==> src/design/sha_pkg.sv <==
// Constants shared by the adapter host-command interpreter and its bench.
// Assumes an APB slave with 32-bit data and word-aligned registers.
package sha_pkg;
  // Register byte addresses.
  localparam logic [7:0] SHA_ADDR_CMD = 8'h00;
  localparam logic [7:0] SHA_ADDR_DATA_IN = 8'h04;
  localparam logic [7:0] SHA_ADDR_STATUS = 8'h08;
  localparam logic [7:0] SHA_ADDR_INT = 8'h0c;
  localparam logic [7:0] SHA_ADDR_CTRL = 8'h10;
  localparam logic [7:0] SHA_ADDR_CFG = 8'h14;
  localparam logic [7:0] SHA_ADDR_SYNC = 8'h18;
  localparam logic [7:0] SHA_ADDR_TGT = 8'h1c;
  // Status register bit positions.
  localparam int SHA_ST_DIAG_ACT = 7;
  localparam int SHA_ST_DIAG_FAIL = 6;
  localparam int SHA_ST_READY = 4;
  localparam int SHA_ST_DIN_RDY = 2;
  localparam int SHA_ST_INVALID = 0;
  localparam int SHA_ST_BUSY = 3;
  // Interrupt register bit positions.
  localparam int SHA_INT_VALID = 7;
  localparam int SHA_INT_DONE = 2;
  // Control register bit positions (write one to clear the done, valid and invalid flags).
  localparam int SHA_CTRL_IRST = 0;
  // Command opcodes.
  localparam logic [7:0] SHA_OP_INQ_CFG = 8'h0b;
  localparam logic [7:0] SHA_OP_TGT_MODE = 8'h0c;
  localparam logic [7:0] SHA_OP_INQ_SETUP = 8'h0d;
  localparam logic [7:0] SHA_OP_WR_RAM = 8'h1a;
  localparam logic [7:0] SHA_OP_RD_RAM = 8'h1b;
  localparam logic [7:0] SHA_OP_WR_FIFO = 8'h1c;
  localparam logic [7:0] SHA_OP_RD_FIFO = 8'h1d;
  localparam logic [7:0] SHA_OP_ECHO = 8'h1f;
  localparam logic [7:0] SHA_OP_DIAG = 8'h20;
  // Transfer lengths and reply sizes.
  localparam int SHA_RAM_BYTES = 64;
  localparam int SHA_FIFO_BYTES = 54;
  localparam int SHA_SETUP_BYTES = 17;
  localparam logic [7:0] SHA_MODE_INIT = 8'h00;
  localparam logic [7:0] SHA_MODE_TARGET = 8'h01;
  // Target answers for a selection.
  localparam logic [7:0] SHA_SENSE_NOT_READY = 8'h02;
  localparam logic [7:0] SHA_ASC_NOT_READY = 8'h04;
  localparam logic [1:0] SHA_ANS_GOOD = 2'h0;
  localparam logic [1:0] SHA_ANS_CHECK = 2'h1;
  localparam logic [1:0] SHA_ANS_BUSY = 2'h2;
  // Diagnostic run time.
  localparam int SHA_DIAG_NS = 2000;
  localparam int SHA_CLK_NS = 8;
  localparam int SHA_DIAG_CYC = SHA_DIAG_NS / SHA_CLK_NS;
  typedef enum logic [2:0] {
    SHA_IDLE = 3'b000,
    SHA_PARAM = 3'b001,
    SHA_EXEC = 3'b011,
    SHA_REPLY = 3'b010,
    SHA_DMA = 3'b110,
    SHA_DIAG = 3'b111
  } sha_state_t;
endpackage

==> src/design/sha_ram.sv <==
// Byte store for the adapter local RAM and the bus-master chip FIFO image.
// Assumes one clock; read data appear one cycle after the address.
`timescale 1ns/1ps
`default_nettype none
module sha_ram #(
  parameter int DEPTH = 128,
  parameter int AW = 7
) (
  input wire logic pclk,
  input wire logic we,
  input wire logic [AW-1:0] waddr,
  input wire logic [7:0] wdata,
  input wire logic [AW-1:0] raddr,
  output logic [7:0] rdata
);
  logic [7:0] mem [DEPTH];
  always_ff @(posedge pclk) begin
    if (we) begin
      mem[waddr] <= wdata;
    end
    rdata <= mem[raddr];
  end
endmodule
`default_nettype wire

==> src/design/sha_cmd.sv <==
// Host-command interpreter: APB registers, command decode, DMA sequencing, diagnostics.
// Assumes a DMA master outside that moves one byte per accepted request.
//
// Decided for this implementation: register access over APB and the register addresses.
`timescale 1ns/1ps
`default_nettype none
module sha_cmd #(
  parameter int DIAG_CYC = sha_pkg::SHA_DIAG_CYC
) (
  input wire logic pclk,
  input wire logic presetn,
  input wire logic psel,
  input wire logic penable,
  input wire logic pwrite,
  input wire logic [7:0] paddr,
  input wire logic [31:0] pwdata,
  output logic [31:0] prdata,
  output logic pready,
  output logic pslverr,
  output logic dma_req,
  output logic dma_to_host,
  output logic [23:0] dma_addr,
  output logic [7:0] dma_wdata,
  input wire logic dma_ack,
  input wire logic [7:0] dma_rdata,
  input wire logic target_support,
  input wire logic [7:0] diag_fail_count,
  input wire logic sel_req,
  input wire logic [2:0] sel_unit,
  output logic [1:0] sel_answer,
  output logic [7:0] sel_sense,
  output logic [7:0] sel_asc,
  output logic target_mode,
  output logic [7:0] unit_mask
);
  logic [7:0] op_reg, din_reg, cnt_reg, len_reg, total_reg, p0_reg, tgt_present_reg, ram_rdata;
  logic [23:0] addr_reg, mbx_base_reg;
  logic [1:0] pcnt_reg, pneed;
  logic din_rdy_reg, invalid_reg, done_reg, interrupt_valid_flag_reg, diagnostic_failure_flag_reg, diagnostic_active_flag_reg;
  logic [7:0] cfg_reg, setup0_reg, rate_reg, ton_reg, toff_reg, mbx_cnt_reg, disc_reg;
  logic [2:0] own_id_reg;
  logic [63:0] sync_reg;
  logic [15:0] diag_cnt_reg;
  logic sync1_reg, sel_reg, sel_prev_reg, echo_wait_reg, tgt_busy_reg;
  sha_pkg::sha_state_t state_reg;
  logic wr_en, rd_en, cmd_wr, din_rd, ram_we, is_fifo;
  logic [6:0] ram_waddr, ram_raddr;
  function automatic logic [1:0] param_count(input logic [7:0] op);
    unique case (op)
      sha_pkg::SHA_OP_TGT_MODE: param_count = 2'd2;
      sha_pkg::SHA_OP_INQ_SETUP, sha_pkg::SHA_OP_ECHO: param_count = 2'd1;
      sha_pkg::SHA_OP_WR_RAM, sha_pkg::SHA_OP_RD_RAM,
      sha_pkg::SHA_OP_WR_FIFO, sha_pkg::SHA_OP_RD_FIFO: param_count = 2'd3;
      default: param_count = 2'd0;
    endcase
  endfunction
  function automatic logic [7:0] setup_byte(input logic [7:0] idx);
    logic [2:0] t;
    t = idx[2:0];
    setup_byte = 8'h00;
    unique case (idx)
      8'd0: setup_byte = {6'h00, setup0_reg[1:0]};
      8'd1: setup_byte = rate_reg;
      8'd2: setup_byte = ton_reg;
      8'd3: setup_byte = toff_reg;
      8'd4: setup_byte = mbx_cnt_reg;
      8'd5: setup_byte = mbx_base_reg[23:16];
      8'd6: setup_byte = mbx_base_reg[15:8];
      8'd7: setup_byte = mbx_base_reg[7:0];
      8'd16: setup_byte = disc_reg;
      default: begin
        if (idx < 8'd16 && t != own_id_reg && tgt_present_reg[t]) begin
          setup_byte = sync_reg[t*8 +: 8];
        end
      end
    endcase
  endfunction
  assign pready = 1'b1;
  assign wr_en = psel && penable && pwrite;
  assign rd_en = psel && penable && !pwrite;
  assign cmd_wr = wr_en && paddr == sha_pkg::SHA_ADDR_CMD;
  assign din_rd = rd_en && paddr == sha_pkg::SHA_ADDR_DATA_IN;
  assign pneed = param_count(op_reg);
  assign is_fifo = op_reg == sha_pkg::SHA_OP_WR_FIFO || op_reg == sha_pkg::SHA_OP_RD_FIFO;
  assign total_reg = is_fifo ? 8'(sha_pkg::SHA_FIFO_BYTES) : 8'(sha_pkg::SHA_RAM_BYTES);
  always_comb begin
    pslverr = 1'b0;
    if (psel && penable) begin
      unique case (paddr)
        sha_pkg::SHA_ADDR_CMD, sha_pkg::SHA_ADDR_DATA_IN, sha_pkg::SHA_ADDR_STATUS,
        sha_pkg::SHA_ADDR_INT, sha_pkg::SHA_ADDR_CTRL, sha_pkg::SHA_ADDR_CFG,
        sha_pkg::SHA_ADDR_SYNC, sha_pkg::SHA_ADDR_TGT: pslverr = 1'b0;
        default: pslverr = 1'b1;
      endcase
    end
  end
  // Read data is loaded in the setup phase so that it stands through the access phase.
  always_ff @(posedge pclk or negedge presetn) begin
    if (!presetn) begin
      prdata <= 32'h0000_0000;
    end else if (psel && !penable && !pwrite) begin
      unique case (paddr)
        sha_pkg::SHA_ADDR_DATA_IN: prdata <= {24'h000000, din_reg};
        sha_pkg::SHA_ADDR_STATUS: prdata <= {24'h000000, diagnostic_active_flag_reg, diagnostic_failure_flag_reg, 1'b0,
          state_reg == sha_pkg::SHA_IDLE, tgt_busy_reg, din_rdy_reg, 1'b0, invalid_reg};
        sha_pkg::SHA_ADDR_INT: prdata <= {24'h000000, interrupt_valid_flag_reg, 4'h0, done_reg, 2'h0};
        sha_pkg::SHA_ADDR_CFG: prdata <= {8'h00, mbx_base_reg[7:0], cfg_reg, 5'h00, own_id_reg};
        sha_pkg::SHA_ADDR_SYNC: prdata <= {24'h000000, setup0_reg};
        sha_pkg::SHA_ADDR_TGT: prdata <= {16'h0000, tgt_present_reg, unit_mask};
        default: prdata <= 32'h0000_0000;
      endcase
    end
  end
  // Setup values that software loads to stand in for the adapter's firmware tables.
  always_ff @(posedge pclk or negedge presetn) begin
    if (!presetn) begin
      own_id_reg <= 3'h7;
      cfg_reg <= 8'h00;
      setup0_reg <= 8'h00;
      rate_reg <= 8'h00;
      ton_reg <= 8'h00;
      toff_reg <= 8'h00;
      mbx_cnt_reg <= 8'h00;
      mbx_base_reg <= 24'h000000;
      disc_reg <= 8'h00;
      tgt_present_reg <= 8'h00;
      sync_reg <= 64'h0;
    end else if (wr_en) begin
      unique case (paddr)
        sha_pkg::SHA_ADDR_CFG: begin
          own_id_reg <= pwdata[2:0];
          cfg_reg <= pwdata[15:8];
          mbx_cnt_reg <= pwdata[23:16];
        end
        sha_pkg::SHA_ADDR_SYNC: begin
          setup0_reg <= {6'h00, pwdata[1:0]};
          rate_reg <= pwdata[15:8];
          ton_reg <= pwdata[23:16];
          toff_reg <= pwdata[31:24];
        end
        sha_pkg::SHA_ADDR_TGT: begin
          tgt_present_reg <= pwdata[7:0];
          disc_reg <= pwdata[15:8];
          sync_reg[pwdata[18:16]*8 +: 8] <= pwdata[31:24];
          mbx_base_reg <= {pwdata[31:24], mbx_base_reg[23:8]} ;
        end
        default: ;
      endcase
    end
  end
  // Command sequencer.
  always_ff @(posedge pclk or negedge presetn) begin
    if (!presetn) begin
      state_reg <= sha_pkg::SHA_IDLE;
      op_reg <= 8'h00;
      p0_reg <= 8'h00;
      pcnt_reg <= 2'd0;
      addr_reg <= 24'h000000;
      cnt_reg <= 8'h00;
      len_reg <= 8'h00;
      din_reg <= 8'h00;
      din_rdy_reg <= 1'b0;
      invalid_reg <= 1'b0;
      done_reg <= 1'b0;
      interrupt_valid_flag_reg <= 1'b0;
      diagnostic_failure_flag_reg <= 1'b0;
      diagnostic_active_flag_reg <= 1'b0;
      echo_wait_reg <= 1'b0;
      target_mode <= 1'b0;
      unit_mask <= 8'h00;
      diag_cnt_reg <= 16'h0000;
    end else begin
      if (wr_en && paddr == sha_pkg::SHA_ADDR_CTRL && pwdata[sha_pkg::SHA_CTRL_IRST]) begin
        done_reg <= 1'b0;
        interrupt_valid_flag_reg <= 1'b0;
        invalid_reg <= 1'b0;
      end
      if (din_rd) begin
        din_rdy_reg <= 1'b0;
      end
      unique case (state_reg)
        sha_pkg::SHA_IDLE: begin
          if (cmd_wr) begin
            op_reg <= pwdata[7:0];
            pcnt_reg <= 2'd0;
            state_reg <= param_count(pwdata[7:0]) == 2'd0 ? sha_pkg::SHA_EXEC
                                                         : sha_pkg::SHA_PARAM;
          end
        end
        sha_pkg::SHA_PARAM: begin
          if (cmd_wr) begin
            pcnt_reg <= pcnt_reg + 2'd1;
            if (pcnt_reg == 2'd0) begin
              p0_reg <= pwdata[7:0];
            end
            addr_reg <= {addr_reg[15:0], pwdata[7:0]};
            len_reg <= pwdata[7:0];
            if (pcnt_reg + 2'd1 == pneed) begin
              state_reg <= sha_pkg::SHA_EXEC;
            end
          end
        end
        sha_pkg::SHA_EXEC: begin
          cnt_reg <= 8'h00;
          state_reg <= sha_pkg::SHA_IDLE;
          unique case (op_reg)
            sha_pkg::SHA_OP_TGT_MODE: begin
              if (!target_support || (p0_reg == sha_pkg::SHA_MODE_INIT && tgt_busy_reg)
                  || (p0_reg != sha_pkg::SHA_MODE_INIT && p0_reg != sha_pkg::SHA_MODE_TARGET)
                  || (p0_reg == sha_pkg::SHA_MODE_TARGET && len_reg == 8'h00)) begin
                invalid_reg <= 1'b1;
              end else begin
                target_mode <= p0_reg == sha_pkg::SHA_MODE_TARGET;
                if (p0_reg == sha_pkg::SHA_MODE_TARGET) begin
                  unit_mask <= len_reg;
                end
              end
              done_reg <= 1'b1;
            end
            sha_pkg::SHA_OP_INQ_CFG: begin
              len_reg <= 8'd3;
              state_reg <= sha_pkg::SHA_REPLY;
            end
            sha_pkg::SHA_OP_INQ_SETUP, sha_pkg::SHA_OP_ECHO: begin
              state_reg <= sha_pkg::SHA_REPLY;
            end
            sha_pkg::SHA_OP_WR_RAM, sha_pkg::SHA_OP_RD_RAM,
            sha_pkg::SHA_OP_WR_FIFO, sha_pkg::SHA_OP_RD_FIFO: begin
              state_reg <= sha_pkg::SHA_DMA;
            end
            sha_pkg::SHA_OP_DIAG: begin
              diagnostic_active_flag_reg <= 1'b1;
              diagnostic_failure_flag_reg <= 1'b0;
              din_rdy_reg <= 1'b0;
              target_mode <= 1'b0;
              unit_mask <= 8'h00;
              diag_cnt_reg <= 16'(DIAG_CYC);
              state_reg <= sha_pkg::SHA_DIAG;
            end
            default: begin
              invalid_reg <= 1'b1;
              done_reg <= 1'b1;
            end
          endcase
        end
        sha_pkg::SHA_REPLY: begin
          if (op_reg == sha_pkg::SHA_OP_ECHO) begin
            if (!echo_wait_reg) begin
              din_reg <= len_reg;
              din_rdy_reg <= 1'b1;
              echo_wait_reg <= 1'b1;
            end else if (din_rd) begin
              echo_wait_reg <= 1'b0;
              done_reg <= 1'b1;
              state_reg <= sha_pkg::SHA_IDLE;
            end
          end else if (cnt_reg == len_reg) begin
            done_reg <= 1'b1;
            state_reg <= sha_pkg::SHA_IDLE;
          end else if (!din_rdy_reg || din_rd) begin
            din_reg <= op_reg == sha_pkg::SHA_OP_INQ_CFG
              ? (cnt_reg == 8'd2 ? {5'h00, own_id_reg} : cfg_reg)
              : setup_byte(cnt_reg);
            din_rdy_reg <= 1'b1;
            cnt_reg <= cnt_reg + 8'd1;
          end
        end
        sha_pkg::SHA_DMA: begin
          if (dma_ack) begin
            cnt_reg <= cnt_reg + 8'd1;
            if (cnt_reg + 8'd1 == total_reg) begin
              done_reg <= 1'b1;
              state_reg <= sha_pkg::SHA_IDLE;
            end
          end
        end
        sha_pkg::SHA_DIAG: begin
          if (diag_cnt_reg != 16'h0000) begin
            diag_cnt_reg <= diag_cnt_reg - 16'h0001;
          end else begin
            diagnostic_active_flag_reg <= 1'b0;
            if (diag_fail_count != 8'h00) begin
              diagnostic_failure_flag_reg <= 1'b1;
              din_reg <= diag_fail_count;
              din_rdy_reg <= 1'b1;
            end
            done_reg <= 1'b1;
            interrupt_valid_flag_reg <= 1'b1;
            state_reg <= sha_pkg::SHA_IDLE;
          end
        end
        default: state_reg <= sha_pkg::SHA_IDLE;
      endcase
    end
  end
  // DMA byte stream; local RAM at 0-63, FIFO image from 64.
  assign dma_req = state_reg == sha_pkg::SHA_DMA;
  assign dma_to_host = op_reg == sha_pkg::SHA_OP_RD_RAM || op_reg == sha_pkg::SHA_OP_RD_FIFO;
  assign dma_addr = addr_reg + {16'h0000, cnt_reg};
  assign dma_wdata = ram_rdata;
  assign ram_we = dma_req && dma_ack && !dma_to_host;
  assign ram_waddr = {is_fifo, cnt_reg[5:0]};
  assign ram_raddr = {is_fifo, (dma_req && dma_ack) ? cnt_reg[5:0] + 6'd1 : cnt_reg[5:0]};
  sha_ram #(.DEPTH(128), .AW(7)) u_ram (
    .pclk(pclk),
    .we(ram_we),
    .waddr(ram_waddr),
    .wdata(dma_rdata),
    .raddr(ram_raddr),
    .rdata(ram_rdata)
  );
  // Selection handling: the request arrives from the SCSI side and is synchronised.
  always_ff @(posedge pclk or negedge presetn) begin
    if (!presetn) begin
      sync1_reg <= 1'b0;
      sel_reg <= 1'b0;
      sel_prev_reg <= 1'b0;
      tgt_busy_reg <= 1'b0;
      sel_answer <= sha_pkg::SHA_ANS_GOOD;
      sel_sense <= 8'h00;
      sel_asc <= 8'h00;
    end else begin
      sync1_reg <= sel_req;
      sel_reg <= sync1_reg;
      sel_prev_reg <= sel_reg;
      if (sel_reg && !sel_prev_reg) begin
        sel_sense <= 8'h00;
        sel_asc <= 8'h00;
        if (!target_mode || !unit_mask[sel_unit]) begin
          sel_answer <= sha_pkg::SHA_ANS_CHECK;
          sel_sense <= sha_pkg::SHA_SENSE_NOT_READY;
          sel_asc <= sha_pkg::SHA_ASC_NOT_READY;
        end else if (tgt_busy_reg || state_reg != sha_pkg::SHA_IDLE) begin
          sel_answer <= sha_pkg::SHA_ANS_BUSY;
        end else begin
          sel_answer <= sha_pkg::SHA_ANS_GOOD;
          tgt_busy_reg <= 1'b1;
        end
      end else if (!sel_reg && sel_prev_reg) begin
        tgt_busy_reg <= tgt_busy_reg && target_mode && sel_answer != sha_pkg::SHA_ANS_GOOD;
      end
    end
  end
endmodule
`default_nettype wire

==> config.mk <==
export PLATFORM = sky130hd
export DESIGN_NAME = sha_cmd
export DESIGN_NICKNAME = d
export VERILOG_FILES = /design/src/design/sha_pkg.sv /design/src/design/sha_ram.sv /design/src/design/sha_cmd.sv
export SDC_FILE = /design/constraint.sdc
export NUM_CORES = 2
export LEC_CHECK = 0
export ABC_CLOCK_PERIOD_IN_PS = 4400
export BUFFER_PORTS_ARGS = -buffer_cell sky130_fd_sc_hd__buf_2
export CAP_MARGIN = 15
export CORE_MARGIN = 2
export CORE_UTILIZATION = 63
export DETAILED_ROUTE_END_ITERATION = 7
export PLACE_DENSITY = 0.76
export SLEW_MARGIN = 20
export SYNTH_ARGS = -nofsm -noshare
export SYNTH_HDL_FRONTEND = slang
export SYNTH_SLANG_ARGS = --single-unit
==> constraint.sdc <==
create_clock -name pclk -period 4.4 [get_ports pclk]
set_input_delay 0.22 -clock pclk [delete_from_list [all_inputs] [get_ports pclk]]
set_output_delay 0.22 -clock pclk [all_outputs]
set_load 0.05 [all_outputs]
; ---- After elaboration in Yosys (flattened, before gate mapping)
; Memories as Yosys holds them, arrays and structs flattened. A register that Yosys moved wholly into a read port is not among the register bits.
; Cells that the tools add are included.
[totals]
mem_count = 2
output_inout_bits = 95
mem_bits_ro = 32
ramBits = 1024
wordCells = 299
regBits = 304
input_bits = 67
[op_classes]
eq_ne = 65
n_addsub = 6
magnitude_cmp = 3
shifts = 3
muxes = 102
n_reduce_logical = 81
[memory_table]
columns = memory, words, word_bits, read_ports, rd_clocked_by_memory_dff, write_ports, line
row1 = u_ram.mem, 128, 8, 1, 1, 1, sha_ram.sv:16  ; logic [7:0] mem [DEPTH];
row2 = (name not given), 32, 1, 1, 0, 0, sha_cmd.sv:89  ; unique case (paddr)
[op_table]
columns = op, n
row1 = $pmux W24 S6, 1
row2 = $mux W8, 17
row3 = $eq A8 B5 Y1 const B, 15
row4 = $pmux W8 S9, 1
row5 = $bwmux W64, 1
row6 = $shift A8 B34 Y64 const A, 1
row7 = $shiftx A64 B7 Y8, 1
row8 = $shiftx A8 B34 Y64, 1
row9 = $eq A8 B4 Y1 const B, 7
row10 = $pmux W8 S2, 3
row11 = $mux W1, 41
row12 = $eq A8 B3 Y1 const B, 5
row13 = $neg A6 Y34, 1
row14 = $mux W3, 11
row15 = $logic_not A8 Y1, 4
row16 = $mux W16, 2
row17 = $pmux W16 S2, 1
row18 = $ne A2 B2 Y1 const B, 14
row19 = $add A24 B8 Y24, 1
row20 = $pmux W8 S3, 1
row21 = $reduce_and A3 Y1, 7
row22 = $logic_and A1 B1 Y1, 20
row23 = $ne A3 B3 Y1 const B, 6
row24 = $pmux W3 S6, 1
row25 = 45 further kinds, 97

; ---- Depth between registers and ports, before layout
[logic_depth]
word_depth = 10
depth_mapped = 19
depth_no_buf = 11

; ---- By module
; From an unflattened synthesis, not the netlist that was laid out.
[hier_totals]
cells_unflattened = 3135
area_unflattened_um2 = 54317.1
[modules_own_cells]
columns = module, instances, cells_per_inst, area_each_um2, seq_area_each_um2
row1 = sha_ram, 1, 1635, 39665.5, 30909.6
row2 = sha_cmd, 1, 1500, 14651.6, 7010.5

; ---- Worst setup path before layout
; Ideal clock, no wire load.
[synth_timing]
kind = reg-to-reg
startpoint = register cnt_reg[0]
endpoint = register u_ram.rdata[5] (read register of u_ram.mem)
path_slack_ns = 0.306
required_ns = 4.270
arrival_ns = 3.964
setup_time_ns = 0.130
n_path_buf = 8
synth_period_minus_slack_ns = 4.094
stages_incl_launch_ff = 17
cell_sequence = dfrtp_1 -> clkbuf_2 -> buf_4 -> clkinv_1 -> clkbuf_1 -> clkbuf_1 -> buf_1 -> ha_1 -> buf_4 -> buf_2 -> buf_4 -> nand2_1 -> o31ai_1 -> a222oi_1 -> and3_1 -> a2111oi_0 -> nor4_1
[synth_via]
elab_chain_cells = 2
[synth_lines]
columns = item, line
row1 = from (decl), sha_cmd.sv:36  ; logic [7:0] op_reg, din_reg, cnt_reg, len_reg, total_reg, p0_reg, tgt_present_reg, ram_rdata;
row2 = from (signal assigned), sha_cmd.sv:265  ; cnt_reg <= cnt_reg + 8'd1;
row3 = from (signal assigned), sha_cmd.sv:270  ; cnt_reg <= cnt_reg + 8'd1;
row4 = $add A6 B1 Y6, sha_cmd.sv:303  ; assign ram_raddr = {is_fifo, (dma_req && dma_ack) ? cnt_reg[5:0] + 6'd1 : cnt_reg[5:0]};
row5 = $mux W6 (*), sha_cmd.sv:303
row6 = to (decl), sha_ram.sv:14  ; output logic [7:0] rdata
; Mark *: on every way between the ends. The rest lies on a longest branch, timed or not.
; A chain may end at the register's enable or synchronous reset.

; ---- Worst setup path in the final report
[layout_timing]
startpoint = register state_reg[0]
endpoint = register u_ram.rdata[3] (read register of u_ram.mem)
[layout_via]
elab_chain_cells = 3
[layout_lines]
columns = item, line
row1 = from (decl), sha_cmd.sv:45  ; sha_pkg::sha_state_t state_reg;
row2 = from (signal assigned), sha_cmd.sv:154  ; state_reg <= sha_pkg::SHA_IDLE;
row3 = from (signal assigned), sha_cmd.sv:186  ; state_reg <= param_count(pwdata[7:0]) == 2'd0 ? sha_pkg::SHA_EXEC
row4 = from (signal assigned), sha_cmd.sv:199  ; state_reg <= sha_pkg::SHA_EXEC;
row5 = $eq A3 B3 Y1, sha_cmd.sv:297  ; assign dma_req = state_reg == sha_pkg::SHA_DMA;
row6 = $logic_and A1 B1 Y1, sha_cmd.sv:303
row7 = $mux W6, sha_cmd.sv:303
; No other way between the ends.

==> impl_metrics.json <==
{
  "route.detailed.drc": 0,
  "synth_edf_count": 1024,
  "grt_remaining_overflow": 0,
  "drtIter0Drc": 6640,
  "grt_pass1_vias": 45790,
  "final_cell_area_um2": 70890,
  "grt_max_degree": 148,
  "routed_wl_mm": 186.7,
  "cts_tree": "built",
  "drv_cap": 0,
  "initial_core_util_pct": 63.76,
  "max_slew_margin_pct": 21.21,
  "worstSkewPairLatency_ns": 0.77,
  "cts-buffers-inserted": 138,
  "path_clk_slew_ns": 0.06,
  "die_h_um": 322.8,
  "r2r_slack_ns": 0.15,
  "power_leakage_nw": 24.63,
  "synth-seq-area-share_pct": 59.21,
  "reg2reg_from": "state_reg[0]$_DFFE_PN0P_",
  "final.setup_skew_ns": 0.02594,
  "wl_per_cell_um": 27.66,
  "grt_pass1_wl_mm": 278.5,
  "viasPerCell": 6.980,
  "setup_viol": 0,
  "worstMarginPinSlew_ns": 1.178,
  "row_count": 116,
  "end_kind": "flop",
  "ir_drop_v": 0.0005057,
  "cellPowerDensity_nw_per_um2": 505.6,
  "crit_fanout": 147,
  "synth_cell_types": 103,
  "largest_reg_flops": 1024,
  "fillers": 6805,
  "io_pins": 162,
  "start_kind": "flop",
  "async_flop_share_pct": 21.34,
  "place_area_um2": 66060,
  "finalMaxSlewViolations": 0,
  "dieWidth_um": 322.8,
  "drive_above_1_share_pct": 16.14,
  "core_area_um2": 100400,
  "min_to": "invalid_reg$_DFF_PN0_",
  "cts_resized": 0,
  "post_cts.repair.setup_buffers": 0,
  "synth_area_leaders": "edfxtp_1 (48%), dfrtp_1 (11%), mux2i_1 (6.5%), mux2_2 (4.2%), nand2_1 (2.9%)",
  "worstHoldPathCells": 5,
  "synth_flop_cell": "edfxtp_1",
  "finalCriticalPeriod_ns": 4.255,
  "place.gp.congestion": 0.9419,
  "timing.rr.end": "u_ram.rdata[3]$_DFF_P_",
  "hold_viol_final": 0,
  "worstPathRequired_ns": 4.98,
  "die-area_um2": 104200,
  "clock.fmax_mhz": 235.0,
  "yosys.area.top_type": "edfxtp_1",
  "r2r_cells": 9,
  "arrival_ns": 4.83,
  "syn_area_um2": 64040,
  "hp-start": "target_support",
  "syn2layout_area_growth_pct": 10.69,
  "root_buffer": "clkbuf_16",
  "ys_ff_latch": 1312,
  "status": "completed",
  "synth_warnings": 0,
  "power_mw": 35.85,
  "cts.sinks": 1312,
  "syn_area_per_cell_um2": 12.33,
  "dr.pass1.iters": 8,
  "fin_ws_ns": 0.1453,
  "cts_max_path_buffers": 3,
  "antenna_found_initial": 5,
  "ant_nets": 0,
  "crit_type": "flop to flop",
  "synthTopCellsByCount": "edfxtp_1 (1024), nand2_1 (503), mux2i_1 (414)",
  "pre_cts_ws_ns": 0.3265,
  "synth_most_common_cell": "edfxtp_1",
  "tns_ns": 0,
  "place_hpwl_mm": 116.1,
  "grt_setup_unrepaired": "false",
  "yosys.area.top_type_share_pct": 48.01,
  "fin_crit_sh_pct": 96.70,
  "synthCells": 5194,
  "gr-usage-all-layers_pct": 35.57,
  "htreeDepth": 4,
  "num_vias": 47100,
  "portBuffers": 138,
  "min_path_type": "primary input to flop",
  "nets": 5363
}
cells in the final DEF, fill, tap and decap left out, types with 24 or more instances in the layout:
cell | Yosys | routed
edfxtp_1 | 1024 | 1024
nand2_1 | 503 | 499
mux2i_1 | 414 | 414
nor3_1 | 312 | 312
nor2_1 | 282 | 280
dfrtp_1 | 277 | 274
mux2_2 | 240 | 240
a21oi_1 | 234 | 234
o21ai_0 | 180 | 178
clkbuf_16 | 0 | 145
buf_4 | 65 | 143
o22ai_1 | 142 | 142
buf_2 | 138 | 129
nand3_1 | 123 | 122
o211ai_1 | 92 | 92
mux4_2 | 76 | 76
a211oi_1 | 75 | 75
o221ai_1 | 57 | 57
nor4_1 | 55 | 53
nor2b_1 | 49 | 48
dlygate4sd3_1 | 0 | 45
or3_1 | 41 | 41
o311ai_0 | 37 | 37
clkbuf_1 | 169 | 36
inv_1 | 33 | 33
xnor2_1 | 29 | 29
xor2_1 | 28 | 28
and3_1 | 26 | 26
a22oi_1 | 25 | 25
and2_1 | 24 | 24
a31oi_1 | 24 | 24
metal layers:
metal  GRT usage (%)  vias up  part of all wire (%)
met1           46.96    23290                    38
met3           9.805      593                    12
met4           16.31       12                   4.6
met5          0.4630        -                 0.078
met2           55.20     3015                    46
li1                -    20200                     -
what timing repair did:
action,4_1_cts,5_1_grt
hold buffers,45,0
hold endpoints to repair,296,0
setup endpoints to repair,0,0
through the flow:
| step | std cells | hold slack [ns] | utilization, % |
|---|---|---|---|
| after global routing | 6746 | 0.05974 | 70.58 |
| final | 6748 | 0.03057 | 70.58 |
| after floorplan | 5215 | -0.07559 | - |
| after CTS | 6746 | 0.002345 | 70.56 |
| after global placement | 6450 | 0.3306 | 65.76 |
| after detailed placement | 6450 | 0.3307 | 65.77 |
logic make-up after synthesis:
| kind of cell | after synthesis | synth area share, % |
|---|---|---|
| compound gates | 1073 | 11.19 |
| buf+inv | 454 | 3.421 |
| other cells | 2 | 0.01173 |
| flops | 1312 | 59.21 |
| fa+ha+maj | 18 | 0.3634 |
| simple gates | 1531 | 11.35 |
| mux | 746 | 13.64 |
| xor+xnor | 58 | 0.8049 |
where the power goes:
| part | leakage, nW | switching (mW) | total [mW] | internal, mW |
|---|---|---|---|---|
| registers | 13.1 | 0.191 | 13.7 | 13.5 |
| logic | 9.41 | 6.81 | 10.8 | 4.01 |
| clock network | 2.14 | 4.83 | 11.3 | 6.49 |
layout make-up:
| class | count | area [um^2] | area share, % |
|---|---|---|---|
| clock inverters | 53 | 370.4 | 0.5224 |
| flip-flops and latches | 1312 | 37930 | 53.50 |
| inverters | 35 | 131.4 | 0.1853 |
| well taps | 1357 | 1698 | 2.395 |
| clock buffers | 198 | 3991 | 5.630 |
| diodes | 2 | 5.005 | 0.007060 |
| multi-input cells | 3449 | 24110 | 34.01 |
| repair buffers | 342 | 2656 | 3.747 |
critical path: stages (launching register included):
cell       delay [ns]
dfrtp_1          0.58
nand4b_4         0.29
buf_12           0.42
nand2_2          0.73
buf_4            0.46
o22ai_1          0.14
nor3_1           0.09
nor4_1           0.86
o31a_1           0.36
a2111oi_2        0.08
how the worst max path moves through the flow:
stage / to / cells past startpoint / startpoint
final: u_ram.rdata[3]$_DFF_P_ / 9 / state_reg[0]$_DFFE_PN0P_
after global placement: u_ram.rdata[0]$_DFF_P_ / 11 / cnt_reg[1]$_DFFE_PN0P_
after detailed placement: u_ram.rdata[0]$_DFF_P_ / 11 / cnt_reg[1]$_DFFE_PN0P_
after floorplan: u_ram.rdata[5]$_DFF_P_ / 16 / cnt_reg[0]$_DFFE_PN0P_
after CTS: dma_addr[21] / 11 / cnt_reg[1]$_DFFE_PN0P_
after global routing: dma_addr[21] / 11 / cnt_reg[1]$_DFFE_PN0P_
Power figures use the tool's default switching activity.
